==> src/eopc_cfg.svh <==
/*
 * Offsets, field positions, reset values and counts for the exclusive output block.
 * Assumes inclusion by bare name from design files only.
 */
`ifndef EOPC_CFG_SVH
`define EOPC_CFG_SVH

`define EOPC_ADDR_DIM_CTRL    8'h06
`define EOPC_DIM_EN_BIT       5
`define EOPC_ADDR_SENSE_EN_LO 8'h03
`define EOPC_ADDR_SENSE_EN_HI 8'h04
`define EOPC_ADDR_LED_SEL_LO  8'h0a
`define EOPC_ADDR_LED_SEL_HI  8'h0b
`define EOPC_ADDR_CH_DUTY0    8'h20
`define EOPC_ADDR_OUT_DUTY0   8'h30
`define EOPC_ADDR_POLARITY    8'h34
`define EOPC_ADDR_TOUCH_LO    8'h40
`define EOPC_ADDR_TOUCH_HI    8'h41
`define EOPC_RST_DUTY         5'h1f
`define EOPC_RST_POLARITY     4'h0
`define EOPC_RST_DIM_CTRL     8'h00
`define EOPC_RST_SENSE_EN     8'hff
`define EOPC_RST_LED_SEL      8'h00
`define EOPC_DUTY_MAX         5'h1f
`define EOPC_DUTY_ZERO        5'h00

`endif

==> src/eopc_pkg.sv <==
/*
 * Types shared by the exclusive output block.
 * Assumes eopc_cfg.svh supplies all numeric constants.
 */
package eopc_pkg;
    typedef logic [4:0] eopc_duty_t;
    typedef logic [7:0] eopc_byte_t;
    typedef enum logic [1:0] {EOPC_IDLE, EOPC_NOTIFY} eopc_note_state_t;
endpackage

==> src/eopc_dimmer.sv <==
/*
 * One dimming output: 32-step duty compare against a shared phase counter.
 * Assumes phase counts 0..30 repeatedly, so duty 31 is always on.
 */
`timescale 1ns/1ns
`include "eopc_cfg.svh"
module eopc_dimmer
    import eopc_pkg::*;
(
    // Clock and reset
    input  wire logic       i_clk,
    input  wire logic       i_srst,
    // Control
    input  wire eopc_duty_t i_duty,
    input  wire eopc_duty_t i_phase,
    input  wire logic       i_dim_en,
    // Asserted level
    output logic            o_on
);
    logic next_on;

    always_comb begin
        if (!i_dim_en) begin
            next_on = (i_duty != `EOPC_DUTY_ZERO);
        end else begin
            next_on = (i_phase < i_duty);
        end
    end

    always_ff @(posedge i_clk) begin
        if (i_srst) begin
            o_on <= 1'b0;
        end else begin
            o_on <= next_on;
        end
    end
endmodule

==> src/eopc_top.sv <==
/*
 * Exclusive output block: register file reached by the host over the device's
 * serial bus front end (write strobe, address, data), four polarity-selected
 * dimmed outputs, sixteen shared sense/LED channels and the change notification.
 * Assumes the bus front end presents one-cycle strobes synchronous to i_clk and
 * that the touch engine presents its decisions synchronously.
 */
// Notes on behaviour
// - Register 0x34 bits 3..0 hold output polarities
// - Notify output drives low on touch change
// - Low reset pulse resets whole block
// - Host bus writes set dedicated output state
// - LED-assigned channel never reports touch
// - Thirty-two duty steps on dimmed channels
// - Duty 0x00 ground, 0x1f supply
// - Dimming disabled: nonzero duty means supply on the four outputs; the sixteen channels always dim
`timescale 1ns/1ns
`include "eopc_cfg.svh"
module eopc_top
    import eopc_pkg::*;
(
    // Clock and resets
    input  wire logic        i_clk,
    input  wire logic        i_srst,
    input  wire logic        i_ext_rst_n,
    // Register access from the serial bus front end
    input  wire logic        i_reg_wr,
    input  wire logic        i_reg_rd,
    input  wire logic [7:0]  i_reg_addr,
    input  wire logic [7:0]  i_reg_wdata,
    output logic      [7:0]  o_reg_rdata,
    output logic             o_reg_rvalid,
    // Touch engine
    input  wire logic [15:0] i_touch_raw,
    output logic      [15:0] o_sense_channel_en,
    // Pins
    output logic      [15:0] o_led_drive_oe,
    output logic      [3:0]  o_out_oe,
    output logic      [3:0]  o_out_level,
    output logic             o_notify_n
);
    // ************************************************************
    // Register file
    // ************************************************************
    logic             rst;
    eopc_duty_t       out_duty   [4];
    eopc_duty_t       ch_duty    [16];
    logic [3:0]       polarity;
    eopc_byte_t       dim_ctrl;
    logic [15:0]      sense_en;
    logic [15:0]      led_sel;
    eopc_duty_t       next_out_duty [4];
    eopc_duty_t       next_ch_duty  [16];
    logic [3:0]       next_polarity;
    eopc_byte_t       next_dim_ctrl;
    logic [15:0]      next_sense_en;
    logic [15:0]      next_led_sel;

    // External pin is a low pulse; combined so either source resets everything
    assign rst = i_srst | ~i_ext_rst_n;

    always_comb begin
        next_polarity = polarity;
        next_dim_ctrl = dim_ctrl;
        next_sense_en = sense_en;
        next_led_sel  = led_sel;
        next_out_duty = out_duty;
        next_ch_duty  = ch_duty;
        if (i_reg_wr) begin
            for (int k = 0; k < 4; k++) begin
                if (i_reg_addr == `EOPC_ADDR_OUT_DUTY0 + 8'(k)) begin
                    next_out_duty[k] = i_reg_wdata[4:0];
                end
            end
            for (int k = 0; k < 16; k++) begin
                if (i_reg_addr == `EOPC_ADDR_CH_DUTY0 + 8'(k)) begin
                    next_ch_duty[k] = i_reg_wdata[4:0];
                end
            end
            unique case (i_reg_addr)
                `EOPC_ADDR_POLARITY:    next_polarity = i_reg_wdata[3:0];
                `EOPC_ADDR_DIM_CTRL:    next_dim_ctrl = i_reg_wdata;
                `EOPC_ADDR_SENSE_EN_LO: next_sense_en[7:0]  = i_reg_wdata;
                `EOPC_ADDR_SENSE_EN_HI: next_sense_en[15:8] = i_reg_wdata;
                `EOPC_ADDR_LED_SEL_LO:  next_led_sel[7:0]   = i_reg_wdata;
                `EOPC_ADDR_LED_SEL_HI:  next_led_sel[15:8]  = i_reg_wdata;
                default: ;
            endcase
        end
    end

    always_ff @(posedge i_clk) begin
        if (rst) begin
            polarity <= `EOPC_RST_POLARITY;
            dim_ctrl <= `EOPC_RST_DIM_CTRL;
            sense_en <= {2{`EOPC_RST_SENSE_EN}};
            led_sel  <= {2{`EOPC_RST_LED_SEL}};
            for (int k = 0; k < 4; k++) out_duty[k] <= `EOPC_RST_DUTY;
            for (int k = 0; k < 16; k++) ch_duty[k] <= `EOPC_RST_DUTY;
        end else begin
            polarity <= next_polarity;
            dim_ctrl <= next_dim_ctrl;
            sense_en <= next_sense_en;
            led_sel  <= next_led_sel;
            out_duty <= next_out_duty;
            ch_duty  <= next_ch_duty;
        end
    end

    // ************************************************************
    // Read port
    // ************************************************************
    eopc_byte_t next_rdata;
    logic [15:0] touch;

    always_comb begin
        next_rdata = 8'h00;
        for (int k = 0; k < 4; k++) begin
            if (i_reg_addr == `EOPC_ADDR_OUT_DUTY0 + 8'(k)) next_rdata = {3'h0, out_duty[k]};
        end
        for (int k = 0; k < 16; k++) begin
            if (i_reg_addr == `EOPC_ADDR_CH_DUTY0 + 8'(k)) next_rdata = {3'h0, ch_duty[k]};
        end
        unique case (i_reg_addr)
            `EOPC_ADDR_POLARITY:    next_rdata = {4'h0, polarity};
            `EOPC_ADDR_DIM_CTRL:    next_rdata = dim_ctrl;
            `EOPC_ADDR_SENSE_EN_LO: next_rdata = sense_en[7:0];
            `EOPC_ADDR_SENSE_EN_HI: next_rdata = sense_en[15:8];
            `EOPC_ADDR_LED_SEL_LO:  next_rdata = led_sel[7:0];
            `EOPC_ADDR_LED_SEL_HI:  next_rdata = led_sel[15:8];
            `EOPC_ADDR_TOUCH_LO:    next_rdata = touch[7:0];
            `EOPC_ADDR_TOUCH_HI:    next_rdata = touch[15:8];
            default: ;
        endcase
    end

    always_ff @(posedge i_clk) begin
        if (rst) begin
            o_reg_rdata  <= 8'h00;
            o_reg_rvalid <= 1'b0;
        end else begin
            o_reg_rdata  <= i_reg_rd ? next_rdata : o_reg_rdata;
            o_reg_rvalid <= i_reg_rd;
        end
    end

    // ************************************************************
    // Dimming phase and outputs
    // ************************************************************
    eopc_duty_t phase;
    eopc_duty_t next_phase;
    logic [3:0] out_on;
    logic [15:0] ch_on;
    logic       dim_en;

    assign dim_en = dim_ctrl[`EOPC_DIM_EN_BIT];
    // Period of 31 steps keeps duty 0x1f fully on and 0x00 fully off
    assign next_phase = (phase == `EOPC_DUTY_MAX - 5'h01) ? 5'h00 : phase + 5'h01;

    always_ff @(posedge i_clk) begin
        if (rst) begin
            phase <= 5'h00;
        end else begin
            phase <= next_phase;
        end
    end

    genvar g;
    generate
        for (g = 0; g < 20; g++) begin : g_dim
            logic on_bit;
            eopc_dimmer u_dim (
                .i_clk    (i_clk),
                .i_srst   (rst),
                .i_duty   (g < 4 ? out_duty[g % 4] : ch_duty[(g + 12) % 16]),
                .i_phase  (phase),
                .i_dim_en (g < 4 ? dim_en : 1'b1),
                .o_on     (on_bit)
            );
            if (g < 4) begin : g_out
                assign out_on[g] = on_bit;
            end else begin : g_ch
                assign ch_on[g - 4] = on_bit;
            end
        end
    endgenerate

    // ************************************************************
    // Pin drive, touch masking and change notification
    // ************************************************************
    logic [15:0] touch_prev;
    logic        next_notify_n;
    logic [3:0]  next_out_level;
    logic [3:0]  next_out_oe;
    logic [15:0] next_led_drive_oe;
    logic [15:0] next_sense_channel_en;
    logic [15:0] next_touch;

    // Open-drain outputs: the pin is driven only while the output is asserted,
    // polarity picks the driven level and the board pull resistor gives idle
    always_comb begin
        next_out_level        = polarity;
        next_out_oe           = out_on;
        next_led_drive_oe     = led_sel & ch_on;
        next_sense_channel_en = sense_en & ~led_sel;
        next_touch            = i_touch_raw & sense_en & ~led_sel;
        next_notify_n         = (touch == touch_prev);
    end

    always_ff @(posedge i_clk) begin
        if (rst) begin
            o_out_level        <= 4'h0;
            o_out_oe           <= 4'h0;
            o_led_drive_oe     <= 16'h0000;
            o_sense_channel_en <= 16'h0000;
            touch              <= 16'h0000;
            touch_prev         <= 16'h0000;
            o_notify_n         <= 1'b1;
        end else begin
            o_out_level        <= next_out_level;
            o_out_oe           <= next_out_oe;
            o_led_drive_oe     <= next_led_drive_oe;
            o_sense_channel_en <= next_sense_channel_en;
            touch              <= next_touch;
            touch_prev         <= touch;
            o_notify_n         <= next_notify_n;
        end
    end
endmodule
==> config.mk <==
export PLATFORM = sky130hd
export DESIGN_NAME = eopc_top
export DESIGN_NICKNAME = d
export VERILOG_FILES = /design/src/eopc_pkg.sv /design/src/eopc_dimmer.sv /design/src/eopc_top.sv
export VERILOG_INCLUDE_DIRS = /design/src /design/src/src
export SDC_FILE = /design/constraint.sdc
export NUM_CORES = 1
export LEC_CHECK = 0
export ABC_CLOCK_PERIOD_IN_PS = 1850
export BUFFER_PORTS_ARGS = -buffer_cell sky130_fd_sc_hd__buf_2
export CAP_MARGIN = 40
export CELL_PAD_IN_SITES_DETAIL_PLACEMENT = 0
export CELL_PAD_IN_SITES_GLOBAL_PLACEMENT = 1
export CORE_ASPECT_RATIO = 0.9
export CORE_MARGIN = 1.5
export CORE_UTILIZATION = 35
export DETAILED_ROUTE_END_ITERATION = 12
export GPL_ROUTABILITY_DRIVEN = 0
export PLACE_DENSITY_LB_ADDON = 0.1
export REMOVE_ABC_BUFFERS = 1
export SYNTH_ARGS = -nofsm -noshare
export SYNTH_HDL_FRONTEND = slang
export SYNTH_SLANG_ARGS = --single-unit
export TNS_END_PERCENT = 1
==> constraint.sdc <==
create_clock -name i_clk -period 1.85 [get_ports i_clk]
set_input_delay 0 -clock i_clk [delete_from_list [all_inputs] [get_ports i_clk]]
set_output_delay 0 -clock i_clk [all_outputs]
set_load 0.02 [all_outputs]
# Word level (Yosys, flattened, before mapping)
# Cells that the tools add are included.
# totals
regBits	251
input_bits	37
output_inout_bits	50
word_cells	170
# op_classes
addsub	1
n_lt_le_gt_ge	20
eq_ne	30
n_mux	25
bitwise_logic	7
n_reduce_logical	31
# op_table
op	n
== test 8 x 6 -> 1 bit, second input constant	21
2-to-1 mux 8 bit	19
< comparator 5 bit	20
AND 16 bit	4
one-hot mux 8 bit (8 select lines)	1
AND reduction 2 bit	26
nonzero test 5 bit	4
== test 16 bit	1
== test 8 x 3 -> 1 bit, second input constant	2
== test 8 x 4 -> 1 bit, second input constant	2
== test 8 x 7 -> 1 bit, second input constant	2
NOT 16 bit	1
== test 8 x 2 -> 1 bit, second input constant	1
adder 5 x 1 -> 5 bit, second input constant	1
== test 5 bit, second input constant	1
2-to-1 mux 5 bit	1
2-to-1 mux 1 bit	4
OR reduction 2 bit	1
NOT 1 bit	1
OR 1 bit	1

# Logic depth before layout (Yosys ltp)
# logic_depth
word_depth	22
mapped_depth	10
depth_no_buf	7

# Cells and area by module
# Synthesis repeated with hierarchy kept, for this count alone.
# hier_totals
hier_cells	1400
area_unflattened_um2	12732.2
# modules_own_cells
mod	instances	cells_per_inst	area_per_inst_um2	seq_area_each_um2
eopc_top	1	1060	9679.3	4624.4
eopc_dimmer	20	17	152.6	20.0

# Worst setup path before layout
# Ideal clock, no wire load.
# synth_timing
kind	reg2reg
from	reg phase[1]
to	reg g_dim[8].u_dim.o_on
setup_time_ns	0.086
arrival_time_ns	1.698
required_ns	1.764
path_slack_ns	0.067
path_stages_with_launch	7
n_path_buf	0
period_less_slack_ns	1.783
path_cell_list	dfxtp_1 -> ha_1 -> a21boi_0 -> o21a_1 -> o21ai_0 -> nand2b_1 -> a211oi_1
# synth_via
elab_chain_len	1
# synth_lines
item	line_no	text
from (decl)	eopc_top.sv:150	eopc_duty_t phase;
from (signal assigned)	eopc_top.sv:164	phase <= next_phase;
< comparator 5 bit	eopc_dimmer.sv:26	next_on = (i_phase < i_duty);
to (signal assigned)	eopc_dimmer.sv:34	o_on <= next_on;
to (decl)	eopc_dimmer.sv:18	output logic o_on
# No other way between the ends.
# A chain may end at the register's enable or synchronous reset.

# Worst setup path in the final report
# layout_timing
from	reg out_duty[2] (netlist bit)
to	reg o_reg_rdata[2]
# layout_via
elab_chain_len	18
# layout_lines
item	line_no	text
from (decl)	eopc_top.sv:46	eopc_duty_t out_duty [4];
from (signal assigned)	eopc_top.sv:105	out_duty <= next_out_duty;
2-to-1 mux 8 bit	eopc_top.sv:119	if (i_reg_addr == `EOPC_ADDR_OUT_DUTY0 + 8'(k)) next_rdata = {3'h0, out_duty[k]};
2-to-1 mux 8 bit (16 in a row)	eopc_top.sv:122	if (i_reg_addr == `EOPC_ADDR_CH_DUTY0 + 8'(k)) next_rdata = {3'h0, ch_duty[k]};
one-hot mux 8 bit (8 select lines)	eopc_top.sv:124	unique case (i_reg_addr)
to (signal assigned)	eopc_top.sv:142	o_reg_rdata <= i_reg_rd ? next_rdata : o_reg_rdata;
to (decl)	eopc_top.sv:31	output logic [7:0] o_reg_rdata,
# No other way between the ends.

==> flow_metrics.tcl <==
set metrics [dict create \
    status "finished, violations left" \
    violations "setup timing" \
    antenna_cells 0 \
    portBuffers 86 \
    die_h_um 179.0 \
    cts-buffers-inserted 29 \
    rsz0062_at_grt "yes" \
    tns_ns -0.02588 \
    fillers 3420 \
    skew_ns 0.02549 \
    syn_to_final_growth_pct 27.65 \
    slew_headroom_pct 44.11 \
    h-tree-depth 1 \
    yosysUniqueCellTypes 66 \
    total_power_mw 12.92 \
    hold_viol_final 0 \
    syn_area_sq_um 12040 \
    synth_top_area_cell "dfxtp_1" \
    ant_nets 0 \
    cp-end-kind "flop" \
    holdCritPathClass "in2reg" \
    rr_endpoint "o_reg_rdata[2]" \
    ys_ff_latch 251 \
    arrival_ns 2.36 \
    final_nets 1675 \
    row_count 64 \
    ys_seq_area_share_pct 41.72 \
    ir_drop_mv 0.6653 \
    crit_type "reg2reg" \
    synth_edf_count 0 \
    overflow 0 \
    crit_path_start_kind "flop" \
    vias_per_cell 5.195 \
    cellLeakagePower_nw 7.324 \
    synthArstFlopShare_pct 0 \
    r2r_cells 6 \
    hold_ws_ns 0.08806 \
    initial_core_util_pct 35.47 \
    synth_area_per_cell_sq_um 8.902 \
    path_clk_slew_ns 0.07 \
    die_area_sq_um 35530 \
    setup-violations-final 1 \
    power_density_nw_per_um2 840.5 \
    grt_pass1_wl_mm 64.39 \
    drt-initial-drc-count 700 \
    yosysTopAreaCellShare_pct 41.72 \
    fin_crit_ns 1.876 \
    drive_gt1_share_pct 20.39 \
    critical_path.max_stage_delay_ns 0.48 \
    hold_start "i_reg_wdata[2]" \
    yosysWarningCount 0 \
    synth_ff_type "dfxtp_1" \
    timing.final.crit_share_pct 101.4 \
    vias 10600 \
    synthCells 1353 \
    clockBufferDepth 3 \
    hold_end "sense_en[10]" \
    clkSinkCount 251 \
    r2r_setup_slack_ns -0.03 \
    dp.final_hpwl_mm 30.90 \
    cts_tree "done" \
    synth_top_cells_by_area "dfxtp_1 (42%), ha_1 (8.5%), nand2_1 (6.1%)" \
    grtUsageTotal_pct 24.28 \
    crit_path_top_delay_cell "mux4_2" \
    fp.dieW_um 198.5 \
    final_max_slew_viol_count 0 \
    grt_pass1_vias 10140 \
    fin_util_pct 45.28 \
    worstPathMaxFanout 2 \
    avgRoutedWirePerCell_um 20.83 \
    routed_wl_mm 42.52 \
    max_freq_mhz 533.1 \
    setup_slack_ns -0.02588 \
    grt_max_degree 69 \
    clock_latency_ns 0.59 \
    clockRootBuffer "clkbuf_16" \
    min_delay_path_depth 3 \
    drc 0 \
    tightest_slew_ns 0.8383 \
    io_pins 87 \
    crit_chain "or3_1 -> mux4_2 -> a22o_1 -> o2111ai_2 -> a21oi_1 -> o221a_1" \
    cp.required_ns 2.33 \
    first_pass_iters 5 \
    antenna_found_initial 2 \
    core_sq_um 33950 \
    worstReg2RegStart "out_duty[2]" \
    maxCapViolations 0 \
]
[power by group]
part | internal (mW) | switching [mW]
Sequential | 5.48 | 0.0442
Combinational | 0.369 | 0.580
Clock | 4.02 | 2.43
[cells in the mapped netlist, types with 3 or more instances]
cell type / instances
a2111oi_0: 4
a211oi_1: 22
a21boi_0: 24
a21oi_1: 28
a221oi_1: 5
a22o_1: 7
a22oi_1: 10
a31oi_1: 9
a32oi_1: 8
and2_1: 46
and3_1: 23
buf_2: 21
clkbuf_1: 59
dfxtp_1: 251
ha_1: 82
inv_1: 89
mux2_2: 9
mux2i_1: 56
mux4_2: 3
nand2_1: 196
nand2b_1: 21
nand3_1: 35
nand4_1: 12
nor2_1: 50
nor2_2: 15
nor2b_1: 8
nor3_1: 4
nor3b_1: 22
nor4_1: 5
o2111ai_1: 4
o211ai_1: 86
o21a_1: 16
o21ai_0: 48
o221ai_1: 5
o22ai_1: 9
o2bb2ai_1: 4
o31ai_1: 3
or3_1: 3
xor2_1: 18
[worst max-delay path: cells and delay by family (launching register included)]
| family | cells | cell delay [ns] |
|---|---|---|
| mux | 1 | 0.48 |
| flops | 1 | 0.32 |
| simple gates | 1 | 0.33 |
| compound gates | 4 | 0.65 |
[metrics by stage]
step | worst slack (ns) | instance area (sq um) | instances
after global placement | -0.04582 | 13950 | 1957
after detailed placement | -0.1168 | 13950 | 1957
after floorplan | -3.977 | 11690 | 1268
after CTS | -0.03314 | 15350 | 2041
after global routing | -0.06221 | 15370 | 2041
final | -0.02588 | 15370 | 2041
[registers in the layout, summed over array words and instances (netlist names), 5 cells and up]
signal,count
out_duty,20
o_led_drive_oe,16
g_dim.u_dim.o_on,20
sense_en,16
o_sense_channel_en,16
o_reg_rdata,8
phase,5
ch_duty,80
touch_prev,16
dim_ctrl,8
led_sel,16
touch,16
[layout by cell type (no fill, tap or decap), types with 35 or more instances in the layout]
| master | synthesis | final |
|---|---|---|
| nor2_1 | 50 | 50 |
| nand2_1 | 196 | 196 |
| buf_4 | 1 | 127 |
| and2_1 | 46 | 46 |
| nand3_1 | 35 | 35 |
| o211ai_1 | 86 | 86 |
| ha_1 | 82 | 82 |
| inv_1 | 89 | 89 |
| dfxtp_1 | 251 | 249 |
| buf_2 | 21 | 85 |
| o21ai_0 | 48 | 47 |
| mux2i_1 | 56 | 56 |
[per-layer routing]
| metal | routed length, um | up-vias | global-route usage (%) |
|---|---|---|---|
| met4 | 1058 | 4 | 6.187 |
| met2 | 18850 | 280 | 38.74 |
| met1 | 20580 | 5064 | 34.39 |
| met5 | 27 | - | 0 |
| met3 | 1999 | 71 | 3.348 |
| li1 | - | 5185 | - |
[repair_timing]
item	CTS	global route
hold buffers	30	0
endpoints found under the hold margin	167	0
pin swaps	5	3
setup buffers	0	0
endpoints found under the setup margin	1	13
resized for setup	1	9
[cell families (layout without fill, tap and decap cells)]
kind of cell	Yosys count	in the layout	share of synthesized area, %
AO/OA/AOI/OAI	304	304	17.67
adder cells (fa/ha/maj)	82	82	8.519
XOR/XNOR	19	19	1.382
flip-flops	251	251	41.72
buffers and inverters	174	400	5.745
AND/OR/NAND/NOR	455	455	18.91
multiplexers	68	68	6.057
[layout make-up]
cell class / count / area, sq um / area share (%)
clock buffer: 42 / 884.6 / 5.754
clock inverter: 12 / 209.0 / 1.359
inverter: 89 / 334.1 / 2.173
multi-input combinational: 928 / 6360 / 41.37
sequential: 251 / 5027 / 32.70
tap: 462 / 578.1 / 3.760
timing repair buffer: 257 / 1982 / 12.89
[worst max-delay path by stage]
stage	start	end	slack, ns	cells past startpoint
final	out_duty[2]	o_reg_rdata[2]	-0.03	6
after global routing	out_duty[2]	o_reg_rdata[2]	-0.06	6
after CTS	out_duty[2]	o_reg_rdata[2]	-0.03	6
after detailed placement	i_reg_addr[1]	o_reg_rdata[4]	-0.12	8
after global placement	i_reg_addr[4]	o_reg_rdata[3]	-0.05	8
after floorplan	i_srst	o_reg_rdata[3]	-3.98	3
Power figures use the tool's default switching activity.
